===== src/design/scrl_consts.svh =====
// Constants of the speed command ramp and limit block: offsets, resets, timing.
// Assumes a 125 MHz pclk and an APB bus with 32-bit data, one word per register.
// Function
// - Up/down mode with up input active raises the speed command.
// - Up/down mode with down input active lowers the speed command.
// - With neither input active the speed command holds its value.
// - Every speed source passes through the acceleration/deceleration ramp.
// - Ramp output feeds a low-pass filter whose output is the final command.
// - Acceleration time is the time from zero to rated speed.
// - Ramp time scales with speed change over rated speed: constant slope.
// - Larger filter time constant gives smoother output and longer lag.
// - Filter constant 0..32767 ms, default 20, takes effect at once.
// - Forward limiting has main limiter A and auxiliary B, each sourced.
// - Forward select: 0 A, 1 B, 2 switch A/B by input, 3 both.
// - Limiter A source: 0 digital, 1 analog one, 2 analog two, 3 unsupported.
// - Limiter A digital value 0..32767 rpm, default 3000.
// - Limiter B source: 0 digital, 1 analog one, 2 analog two, 3 unsupported.
// - In switch mode a valid switch input applies B, else A.
`ifndef SCRL_CONSTS_SVH
`define SCRL_CONSTS_SVH

`define SCRL_OFS_FILT_TC    8'h00
`define SCRL_OFS_ACC_TIME   8'h04
`define SCRL_OFS_DEC_TIME   8'h08
`define SCRL_OFS_FWD_SEL    8'h0c
`define SCRL_OFS_A_SRC      8'h10
`define SCRL_OFS_A_VAL      8'h14
`define SCRL_OFS_B_SRC      8'h18
`define SCRL_OFS_B_VAL      8'h1c
`define SCRL_OFS_CTRL       8'h20
`define SCRL_OFS_STEP       8'h24
`define SCRL_OFS_ST_FINAL   8'h28
`define SCRL_OFS_ST_RAMP    8'h2c
`define SCRL_OFS_ST_TARGET  8'h30

`define SCRL_RST_FILT_TC    16'h0014
`define SCRL_RST_ACC_TIME   16'h01f4
`define SCRL_RST_DEC_TIME   16'h01f4
`define SCRL_RST_LIM_VAL    15'h0bb8
`define SCRL_RST_STEP       15'h0001
`define SCRL_MAX_SPEED      16'sh7fff

// One millisecond tick: time in ns, cycles derived from the 8 ns period
`define SCRL_TICK_NS        1000000
`define SCRL_CLK_NS         8
`define SCRL_TICK_CYCLES    (`SCRL_TICK_NS / `SCRL_CLK_NS)
`define SCRL_RATED_RPM      3000

`endif


===== src/design/scrl_pkg.sv =====
// Types of the speed command ramp and limit block.
// Assumes the constants header is included by each design file that needs it.
package scrl_pkg;

  // Forward limit source select
  typedef enum logic [1:0] {
    SCRL_LIM_A,
    SCRL_LIM_B,
    SCRL_LIM_SWITCH,
    SCRL_LIM_BOTH
  } scrl_fwd_sel_t;

  // Limiter value source select; the third analog input has no hardware
  typedef enum logic [1:0] {
    SCRL_SRC_DIGITAL,
    SCRL_SRC_ANALOG_ONE,
    SCRL_SRC_ANALOG_TWO,
    SCRL_SRC_ANALOG_THREE
  } scrl_src_t;

endpackage


===== src/design/scrl_top.sv =====
// Speed command conditioning: up/down command, ramp, low-pass filter, forward limit.
// Assumes an APB master on pclk, analog inputs sampled on pclk, digital inputs from pins.
`timescale 1ns/1ps
`include "scrl_consts.svh"

module scrl_top
  import scrl_pkg::*;
#(
  parameter int TICK_CYCLES = `SCRL_TICK_CYCLES,
  parameter int RATED_RPM   = `SCRL_RATED_RPM
) (
  input  wire logic               pclk,
  input  wire logic               presetn,
  input  wire logic               psel,
  input  wire logic               penable,
  input  wire logic               pwrite,
  input  wire logic [7:0]         paddr,
  input  wire logic [31:0]        pwdata,
  output logic      [31:0]        prdata,
  output logic                    pready,
  output logic                    pslverr,
  input  wire logic               speed_up_input,
  input  wire logic               speed_down_input,
  input  wire logic               forward_limit_b_switch,
  input  wire logic signed [15:0] speed_source,
  input  wire logic signed [15:0] analog_input_one,
  input  wire logic signed [15:0] analog_input_two,
  output logic signed [15:0]      speed_command
);

  logic [15:0]          filt_tc_reg;
  logic [15:0]          acc_time_reg;
  logic [15:0]          dec_time_reg;
  scrl_fwd_sel_t        fwd_sel_reg;
  scrl_src_t            a_src_reg;
  scrl_src_t            b_src_reg;
  logic [14:0]          a_val_reg;
  logic [14:0]          b_val_reg;
  logic                 updown_mode_reg;
  logic [14:0]          step_reg;
  logic [31:0]          rdata_reg;
  logic signed [15:0]   updown_reg;
  logic signed [15:0]   ramp_reg;
  logic [32:0]          ramp_acc_reg;
  logic signed [23:0]   filt_reg;
  logic [31:0]          tick_cnt_reg;
  logic                 tick;
  logic [2:0]           pin_raw;
  logic [2:0]           pin_ff1_reg;
  logic [2:0]           pin_ff2_reg;
  logic [2:0]           pin_ff3_reg;
  logic [2:0]           pin_reg;
  logic                 up_act;
  logic                 down_act;
  logic                 sw_act;
  logic                 wr_en;
  logic                 rd_setup;
  logic                 mapped;
  logic signed [15:0]   src_sel;
  logic [14:0]          lim_a;
  logic [14:0]          lim_b;
  logic [14:0]          lim;
  logic signed [15:0]   target;
  logic [15:0]          ramp_time;
  logic [32:0]          ramp_thresh;
  logic [32:0]          ramp_sum;
  logic signed [24:0]   filt_err;
  logic signed [24:0]   filt_delta;

  // Zero-wait slave: every access completes in its first access cycle
  assign pready   = 1'b1;
  assign wr_en    = psel && penable && pwrite && mapped;
  assign rd_setup = psel && !penable && !pwrite;
  assign pslverr  = psel && penable && !mapped;
  assign prdata   = rdata_reg;

  // Address decode; word aligned only, so low bits set is unmapped
  always_comb begin
    case (paddr)
      `SCRL_OFS_FILT_TC, `SCRL_OFS_ACC_TIME, `SCRL_OFS_DEC_TIME, `SCRL_OFS_FWD_SEL,
      `SCRL_OFS_A_SRC, `SCRL_OFS_A_VAL, `SCRL_OFS_B_SRC, `SCRL_OFS_B_VAL,
      `SCRL_OFS_CTRL, `SCRL_OFS_STEP, `SCRL_OFS_ST_FINAL, `SCRL_OFS_ST_RAMP,
      `SCRL_OFS_ST_TARGET: mapped = 1'b1;
      default:             mapped = 1'b0;
    endcase
  end

  // Register writes take effect at the access edge, no shadowing
  always_ff @(posedge pclk or negedge presetn) begin
    if (!presetn) begin
      filt_tc_reg     <= `SCRL_RST_FILT_TC;
      acc_time_reg    <= `SCRL_RST_ACC_TIME;
      dec_time_reg    <= `SCRL_RST_DEC_TIME;
      fwd_sel_reg     <= SCRL_LIM_A;
      a_src_reg       <= SCRL_SRC_DIGITAL;
      b_src_reg       <= SCRL_SRC_DIGITAL;
      a_val_reg       <= `SCRL_RST_LIM_VAL;
      b_val_reg       <= `SCRL_RST_LIM_VAL;
      updown_mode_reg <= 1'b0;
      step_reg        <= `SCRL_RST_STEP;
    end else if (wr_en) begin
      case (paddr)
        `SCRL_OFS_FILT_TC:  filt_tc_reg  <= {1'b0, pwdata[14:0]};
        `SCRL_OFS_ACC_TIME: acc_time_reg <= pwdata[15:0];
        `SCRL_OFS_DEC_TIME: dec_time_reg <= pwdata[15:0];
        `SCRL_OFS_FWD_SEL:  fwd_sel_reg  <= scrl_fwd_sel_t'(pwdata[1:0]);
        `SCRL_OFS_A_SRC:    a_src_reg    <= scrl_src_t'(pwdata[1:0]);
        `SCRL_OFS_A_VAL:    a_val_reg    <= pwdata[14:0];
        `SCRL_OFS_B_SRC:    b_src_reg    <= scrl_src_t'(pwdata[1:0]);
        `SCRL_OFS_B_VAL:    b_val_reg    <= pwdata[14:0];
        `SCRL_OFS_CTRL:     updown_mode_reg <= pwdata[0];
        `SCRL_OFS_STEP:     step_reg     <= pwdata[14:0];
        default:            step_reg     <= step_reg; // Status words are read only
      endcase
    end
  end

  // Read data captured in the setup cycle so prdata comes from a flop
  always_ff @(posedge pclk or negedge presetn) begin
    if (!presetn) begin
      rdata_reg <= 32'h00000000;
    end else if (rd_setup) begin
      case (paddr)
        `SCRL_OFS_FILT_TC:   rdata_reg <= {16'h0000, filt_tc_reg};
        `SCRL_OFS_ACC_TIME:  rdata_reg <= {16'h0000, acc_time_reg};
        `SCRL_OFS_DEC_TIME:  rdata_reg <= {16'h0000, dec_time_reg};
        `SCRL_OFS_FWD_SEL:   rdata_reg <= {30'h00000000, fwd_sel_reg};
        `SCRL_OFS_A_SRC:     rdata_reg <= {30'h00000000, a_src_reg};
        `SCRL_OFS_A_VAL:     rdata_reg <= {17'h00000, a_val_reg};
        `SCRL_OFS_B_SRC:     rdata_reg <= {30'h00000000, b_src_reg};
        `SCRL_OFS_B_VAL:     rdata_reg <= {17'h00000, b_val_reg};
        `SCRL_OFS_CTRL:      rdata_reg <= {31'h00000000, updown_mode_reg};
        `SCRL_OFS_STEP:      rdata_reg <= {17'h00000, step_reg};
        `SCRL_OFS_ST_FINAL:  rdata_reg <= {{16{speed_command[15]}}, speed_command};
        `SCRL_OFS_ST_RAMP:   rdata_reg <= {{16{ramp_reg[15]}}, ramp_reg};
        `SCRL_OFS_ST_TARGET: rdata_reg <= {{16{target[15]}}, target};
        default:             rdata_reg <= 32'h00000000;
      endcase
    end
  end

  // Pin inputs: three flops, a change counts once the second and third agree
  assign pin_raw = {forward_limit_b_switch, speed_down_input, speed_up_input};
  genvar gi;
  generate
    for (gi = 0; gi < 3; gi++) begin : g_pin
      always_ff @(posedge pclk or negedge presetn) begin
        if (!presetn) begin
          pin_ff1_reg[gi] <= 1'b0;
          pin_ff2_reg[gi] <= 1'b0;
          pin_ff3_reg[gi] <= 1'b0;
          pin_reg[gi]     <= 1'b0;
        end else begin
          pin_ff1_reg[gi] <= pin_raw[gi];
          pin_ff2_reg[gi] <= pin_ff1_reg[gi];
          pin_ff3_reg[gi] <= pin_ff2_reg[gi];
          if (pin_ff2_reg[gi] == pin_ff3_reg[gi]) begin
            pin_reg[gi] <= pin_ff3_reg[gi];
          end
        end
      end
    end
  endgenerate
  assign up_act   = pin_reg[0];
  assign down_act = pin_reg[1];
  assign sw_act   = pin_reg[2];

  // Millisecond tick paces the up/down command and the filter
  always_ff @(posedge pclk or negedge presetn) begin
    if (!presetn) begin
      tick_cnt_reg <= 32'h00000000;
    end else if (tick) begin
      tick_cnt_reg <= 32'h00000000;
    end else begin
      tick_cnt_reg <= tick_cnt_reg + 32'h00000001;
    end
  end
  assign tick = (tick_cnt_reg == 32'(TICK_CYCLES - 1));

  // Up/down command moves one step per tick, saturating at full scale
  always_ff @(posedge pclk or negedge presetn) begin
    if (!presetn) begin
      updown_reg <= 16'sh0000;
    end else if (tick && updown_mode_reg) begin
      if (up_act && !down_act) begin
        if (updown_reg > `SCRL_MAX_SPEED - $signed({1'b0, step_reg})) begin
          updown_reg <= `SCRL_MAX_SPEED;
        end else begin
          updown_reg <= updown_reg + $signed({1'b0, step_reg});
        end
      end else if (down_act && !up_act) begin
        if (updown_reg < -`SCRL_MAX_SPEED + $signed({1'b0, step_reg})) begin
          updown_reg <= -`SCRL_MAX_SPEED;
        end else begin
          updown_reg <= updown_reg - $signed({1'b0, step_reg});
        end
      end
      // Neither or both inputs: no assignment, command holds
    end
  end

  // Limiter sources; a negative analog level counts as zero limit
  function automatic logic [14:0] lim_pick(scrl_src_t s, logic [14:0] dig,
                                            logic signed [15:0] a1,
                                            logic signed [15:0] a2);
    logic [14:0] r;
    r = dig;
    case (s)
      SCRL_SRC_ANALOG_ONE: r = a1[15] ? 15'h0000 : a1[14:0];
      SCRL_SRC_ANALOG_TWO: r = a2[15] ? 15'h0000 : a2[14:0];
      default:             r = dig; // Third analog input absent: digital value
    endcase
    return r;
  endfunction

  assign lim_a = lim_pick(a_src_reg, a_val_reg, analog_input_one, analog_input_two);
  assign lim_b = lim_pick(b_src_reg, b_val_reg, analog_input_one, analog_input_two);

  // Forward limit choice; reverse direction passes unlimited here
  always_comb begin
    case (fwd_sel_reg)
      SCRL_LIM_A:      lim = lim_a;
      SCRL_LIM_B:      lim = lim_b;
      SCRL_LIM_SWITCH: lim = sw_act ? lim_b : lim_a;
      SCRL_LIM_BOTH:   lim = (lim_a < lim_b) ? lim_a : lim_b;
      default:         lim = lim_a;
    endcase
    src_sel = updown_mode_reg ? updown_reg : speed_source;
    if (src_sel > $signed({1'b0, lim})) begin
      target = $signed({1'b0, lim});
    end else begin
      target = src_sel;
    end
  end

  // Moving away from zero uses acceleration time, toward zero deceleration.
  // Direction is judged from the present ramp value, so a fall from a
  // positive speed to zero decelerates even though the target sits at zero.
  always_comb begin
    if ((target > ramp_reg && ramp_reg >= 16'sh0000) ||
        (target < ramp_reg && ramp_reg <= 16'sh0000)) begin
      ramp_time = acc_time_reg;
    end else begin
      ramp_time = dec_time_reg;
    end
    ramp_thresh = 33'(ramp_time) * 33'(TICK_CYCLES);
    ramp_sum    = ramp_acc_reg + 33'(RATED_RPM);
  end

  // Constant slope of rated speed per ramp time, one rpm per threshold crossing
  always_ff @(posedge pclk or negedge presetn) begin
    if (!presetn) begin
      ramp_reg     <= 16'sh0000;
      ramp_acc_reg <= 33'h000000000;
    end else if (ramp_reg == target) begin
      ramp_acc_reg <= 33'h000000000;
    end else if (ramp_time == 16'h0000) begin
      ramp_reg     <= target;
      ramp_acc_reg <= 33'h000000000;
    end else if (ramp_sum >= ramp_thresh) begin
      ramp_reg     <= (target > ramp_reg) ? ramp_reg + 16'sh0001 : ramp_reg - 16'sh0001;
      ramp_acc_reg <= ramp_sum - ramp_thresh;
    end else begin
      ramp_acc_reg <= ramp_sum;
    end
  end

  // First-order low-pass in 16.8 fixed point, one update per millisecond
  assign filt_err   = $signed({ramp_reg[15], ramp_reg, 8'h00}) - $signed({filt_reg[23], filt_reg});
  assign filt_delta = filt_err / $signed({9'h000, filt_tc_reg} + 25'h0000001);

  always_ff @(posedge pclk or negedge presetn) begin
    if (!presetn) begin
      filt_reg <= 24'sh000000;
    end else if (tick) begin
      filt_reg <= filt_reg + filt_delta[23:0];
    end
  end
  assign speed_command = filt_reg[23:8];
endmodule // scrl_top


===== config.mk =====
export PLATFORM = sky130hd
export DESIGN_NAME = scrl_top
export DESIGN_NICKNAME = d
export VERILOG_FILES = /design/src/design/scrl_pkg.sv /design/src/design/scrl_top.sv
export VERILOG_INCLUDE_DIRS = /design/src /design/src/design
export SDC_FILE = /design/constraint.sdc
export NUM_CORES = 2
export LEC_CHECK = 0
export BUFFER_PORTS_ARGS = -buffer_cell sky130_fd_sc_hd__buf_2
export CAP_MARGIN = 20
export CELL_PAD_IN_SITES_DETAIL_PLACEMENT = 0
export CELL_PAD_IN_SITES_GLOBAL_PLACEMENT = 1
export CORE_MARGIN = 2
export CORE_UTILIZATION = 45
export CTS_BUF_LIST = sky130_fd_sc_hd__clkbuf_8
export CTS_CLUSTER_SIZE = 10
export DETAILED_ROUTE_END_ITERATION = 6
export PLACE_DENSITY = 0.87
export SYNTH_ARGS = -nofsm -noshare
export SYNTH_HDL_FRONTEND = slang
export SYNTH_SLANG_ARGS = --single-unit

===== constraint.sdc =====
create_clock -name pclk -period 64.5 [get_ports pclk]
set_clock_uncertainty 0.05 [all_clocks]
set_input_delay 6.45 -clock pclk [delete_from_list [all_inputs] [get_ports pclk]]
set_output_delay 6.45 -clock pclk [all_outputs]
set_load 0.01 [all_outputs]

# Word level (Yosys, flattened, before mapping)
# Memory sizes are Yosys's and may differ from the RTL's.
# Index checks and enable logic that the tools add are counted.
[word_totals]
romBits = 64
output_inout_bits = 50
ff_bits = 264
inputBits = 96
memories = 1
[classes]
order_cmp = 9
muxes = 23
n_mul = 1
div_mod_pow = 1
bitwise_logic = 1
eq_ne = 24
reduce_logical = 35
addsub = 12
[memory_table]
columns = ["name", "depth", "width", "rd", "rd_ports_with_merged_regs", "write_ports", "line_no", "rtl"]
rows = [
  ["(name not given)", 64, 1, 1, 0, 0, "scrl_top.sv:79", "case (paddr)"],
]
[ops]
columns = ["operator", "n"]
rows = [
  ["$pmux 32 s13", 1],
  ["$mux 16", 10],
  ["$mux 33", 3],
  ["$mux 15", 4],
  ["$pmux 15 s2", 2],
  ["$pmux 15 s4", 1],
  ["$gt 16x16->1", 3],
  ["$eq 8x6->1 const B", 5],
  ["$add 33x12->33 const B", 1],
  ["$ge 33x33->1", 1],
  ["$sub 33x33->33", 1],
  ["$add 32x1->32 const B", 1],
  ["$eq 32x17->1 const B", 1],
  ["$eq 8x5->1 const B", 4],
  ["$lt 16x16->1", 2],
  ["$mux 32", 1],
  ["$mul 16x14->30 const B", 1],
  ["$div 25x25->25", 1],
  ["$sub 24x24->25", 1],
  ["$add 24x24->24", 1],
  ["$reduce_and 2->1", 12],
  ["$add 15x1->16 const B", 1],
  ["$add 16x16->16", 1],
  ["$add 16x16->16 const A", 1],
  ["other kinds (22)", 46],
]

# Logic depth before layout (Yosys ltp)
[logic_depth]
ltp_word = 16
ltp_mapped = 396
mapped_depth_nobuf = 370

# Least setup slack after synthesis
# Ideal clock, no wire load.
[synth_path]
kind = "register to register"
startpoint = "register ramp_reg[1]"
endpoint = "register filt_reg[23]"
arrival_ps = 70560
required_ps = 64370
period_less_slack_ps = 70690
setup_time_ps = 80
stages_incl_launch_ff = 379
setup_slack_ps = -6190
path_buffers = 30
cell_sequence = "dfrtp_1 > ha_1 > clkbuf_1 > nand4b_1 > or3_1 > o31ai_1 > o21ai_1 > a211o_1 > nor4_2 > nand2_1 > or4_1 > inv_1 > ha_1 > nor2_1 > nor3_1 > nand2_1 > mux2i_1 > ha_1 > [... 343 more ...] > o21bai_1 > a21oi_1 > o21bai_1 > a21oi_1 > o21bai_1 > a21oi_1 > o21bai_1 > a21oi_1 > o21bai_1 > a21oi_1 > o21bai_1 > a21oi_1 > o21bai_1 > a21oi_1 > xor2_1 > a211oi_1 > nor3_1 > xnor2_1"
[synth_via]
elab_chain_len = 3
[synth_lines]
columns = ["element", "line_no", "rtl"]
rows = [
  ["start, declared", "scrl_top.sv:43", "logic signed [15:0] ramp_reg;"],
  ["start signal, assigned", "scrl_top.sv:258", "ramp_reg <= target;"],
  ["start signal, assigned", "scrl_top.sv:261", "ramp_reg <= (target > ramp_reg) ? ramp_reg + 16'sh0001 : ramp_reg - 16'sh0001;"],
  ["$sub 24x24->25", "scrl_top.sv:269", "assign filt_err = $signed({ramp_reg[15], ramp_reg, 8'h00}) - $signed({filt_reg[23], filt_reg});"],
  ["$div 25x25->25", "scrl_top.sv:270", "assign filt_delta = filt_err / $signed({9'h000, filt_tc_reg} + 25'h0000001);"],
  ["$add 24x24->24", "scrl_top.sv:276", "filt_reg <= filt_reg + filt_delta[23:0];"],
  ["end signal, assigned", "scrl_top.sv:276", ""],
  ["end, declared", "scrl_top.sv:45", "logic signed [23:0] filt_reg;"],
]
# Every way passes these cells.
# A chain may end at the register's enable or synchronous reset.

# Worst setup path after layout
[layout_path]
startpoint = "register ramp_reg[2]"
endpoint = "register filt_reg[23]"
# The elaborated chain is that of the path after synthesis.

==> results.cfg <==
[routing]
routed_wl_microns = 138000
wl_met1_microns = 61900
top_layer = met5
wl_met3_microns = 9540
drt_iter0_drc = 3283
vias = 41900
drtPass1Iterations = 6
met2WireLength_microns = 61500
drtAntennaViolNets = 0
drcViolationCount = 0
vias_per_cell = 5.82
wl_per_cell_microns = 19.2

[logic_synthesis]
synth_flop_cell = dfrtp_1
yosysSeqAreaShare_pct = 15.7
synth_top_area_cell = ha_1
synth_nets = 5730
syn_inst = 4992
synth_cell_types = 112
synth-edff-count = 0
yosysMostFrequentCell = ha_1
synth-seq-cells = 246
syn_area_sq_mm = 0.0394
avgSynthCellArea_sq_um = 7.89
netlist.area_leader.share_pct = 18.5
ys.warnings.count = 0
synth_common_cells = ha_1 (582), a21oi_1 (414), nor2_1 (411), nand2_1 (385), inv_1 (316)
synth-async-reset-ratio_pct = 100
synth_area_leaders = ha_1 (18%), dfrtp_1 (14%), a21oi_1 (5.3%), xnor2_1 (5.1%), mux2_2 (4.6%)

[grt]
antenna_found_initial = 2
grt_max_degree = 96
grt_overflow_total = 0
first_global_vias = 39400
grt_use_total_pct = 29.1
grt_pass1_wl_microns = 212000

[sta]
fin_ws_ns = -0.645
setup_viol = 1
maxSlewHeadroom_pct = 29.3
fmax_mhz = 15.4
period_share_pct = 101
setup-tns-final_ns = -0.645
period_minus_slack_ns = 65.15
worst_pin_slew_ns = 1.06
hold_ws_ns = 0.309
grt_setup_unrepaired = true
finalMaxSlewViolations = 0
final-hold-violation-count = 0

[finish]
largest_reg_flops = 32
drive_above_1_share_pct = 30.0
synthToLayoutAreaGrowth_pct = 30.6
layout.nets = 6739
fillers = 7801
final_cell_count_no_fill = 7196

[placement]
dp_slack_ns = -1.56
dp.cells = 6940
dp_hpwl_microns = 107000
io_buffers = 128
gp_congestion = 1.01

[setup_path]
path_max_fanout = 6
arrival_ns = 65.63
path_class = reg2reg
crit_buf_inv = 22
startpoint = ramp_reg[2]
required_ns = 64.98
cp_top_family = compound AO/OA/AOI/OAI gates
crit_slowest_cell = or4_4
cp-end-kind = flip-flop
cp-start-kind = flip-flop
worstReg2RegStart = ramp_reg[2]
critical_path.most_common_cell = o21a_1
critical-path-max-stage-delay_ns = 0.58

[die]
die_area_sq_mm = 0.0899
rows = 108
die_height_microns = 300
boundaryPins = 146
core_sq_mm = 0.0868
initial_core_util_pct = 45.4
die_w_microns = 300

[run_status]
violations = setup timing
outcome = finished with violations

[clock_tree]
hold_buffers = 0
cts_tree = built
clkTransAtPathRegs_ns = 0.07
htree_levels = 2
cts_buffer_depth = 3
clockRootBuffer = clkbuf_8
numCtsBuffers = 46
clock-sinks = 246
clock_latency_ns = 0.66

[job]
maxCapViolCount = 0

[hold_path]
hold_class = reg2reg
hp-start = pin_ff1_reg[0]
==> through the flow <==
step	instance area, sq um	util, %
detailed placement	47600	54.9
global route	51500	59.3
floorplan	40000	-
CTS	49200	56.8
global placement	47600	54.9
finish	51500	59.3
==> per-layer routing <==
layer | GRT usage [%] | vias up
li1 | - | 20300
met5 | 0 | -
met1 | 39.9 | 20000
met3 | 3.92 | 273
met2 | 47.2 | 1320
met4 | 9.62 | 2
==> cell usage in the layout (no fill, tap or decap), types with 58 or more instances in the layout <==
| master | instances |
|---|---|
| a22oi_1 | 59 |
| nand3_1 | 113 |
| ha_1 | 545 |
| nor2_1 | 379 |
| o21ai_0 | 247 |
| buf_2 | 127 |
| mux2_2 | 156 |
| xnor2_1 | 225 |
| nand2_1 | 369 |
| fa_1 | 59 |
| a21o_1 | 103 |
| a21oi_1 | 352 |
| buf_4 | 1006 |
| nor3_1 | 175 |
| o21bai_1 | 67 |
| a21oi_2 | 58 |
| dfrtp_1 | 215 |
| inv_1 | 332 |
| xor2_1 | 100 |
| o21a_1 | 154 |
==> worst register-to-register path: cells and delay by family, from the launching register on <==
kind | cells | cell delay [ns]
xor+xnor | 2 | 0.33
mux | 7 | 1.91
fa+ha+maj | 28 | 7.15
buf+inv | 22 | 2.91
flops | 1 | 0.45
simple gates | 84 | 12.49
compound gates | 221 | 39.79
==> what timing repair did <==
item / in CTS / in global routing
pin swaps: 28 / 267
gates resized for setup: 55 / 271
endpoints found under the setup margin: 11 / 24
setup buffers: 53 / 111
gates cloned: 0 / 1
==> area by class of cell <==
cell class | count | area (sq um) | area share, %
sequential | 246 | 6190 | 12.0
clock inverter | 33 | 215 | 0.418
antenna | 2 | 5.00 | 0.00973
timing repair buffer | 1160 | 8530 | 16.6
tap | 1155 | 1450 | 2.81
clock buffer | 53 | 729 | 1.42
multi-input combinational | 4227 | 33100 | 64.4
inverter | 320 | 1210 | 2.35
==> kinds of logic after synthesis <==
family,after synthesis,share of synthesized area (%)
simple gates,1542,19.2
compound gates,1498,24.9
fa+ha+maj,645,21.6
buf+inv,519,5.36
xor+xnor,337,7.49
flops,246,15.7
mux,204,5.70
other cells,1,0.00952
==> final timing paths <==
path,end,slack (ns),cells after the start
max,filt_reg[23],-0.65,364
max in group asynchronous,ramp_reg[1],57.01,2
min,pin_ff2_reg[0],0.31,0
max reg2reg,filt_reg[23],-0.65,364
min reg2reg,pin_ff2_reg[0],0.31,0
min in group asynchronous,updown_reg[14],5.73,1
Power is not shown: default switching activity piles up to over one toggle a cycle in this logic, so the estimate is an artifact.
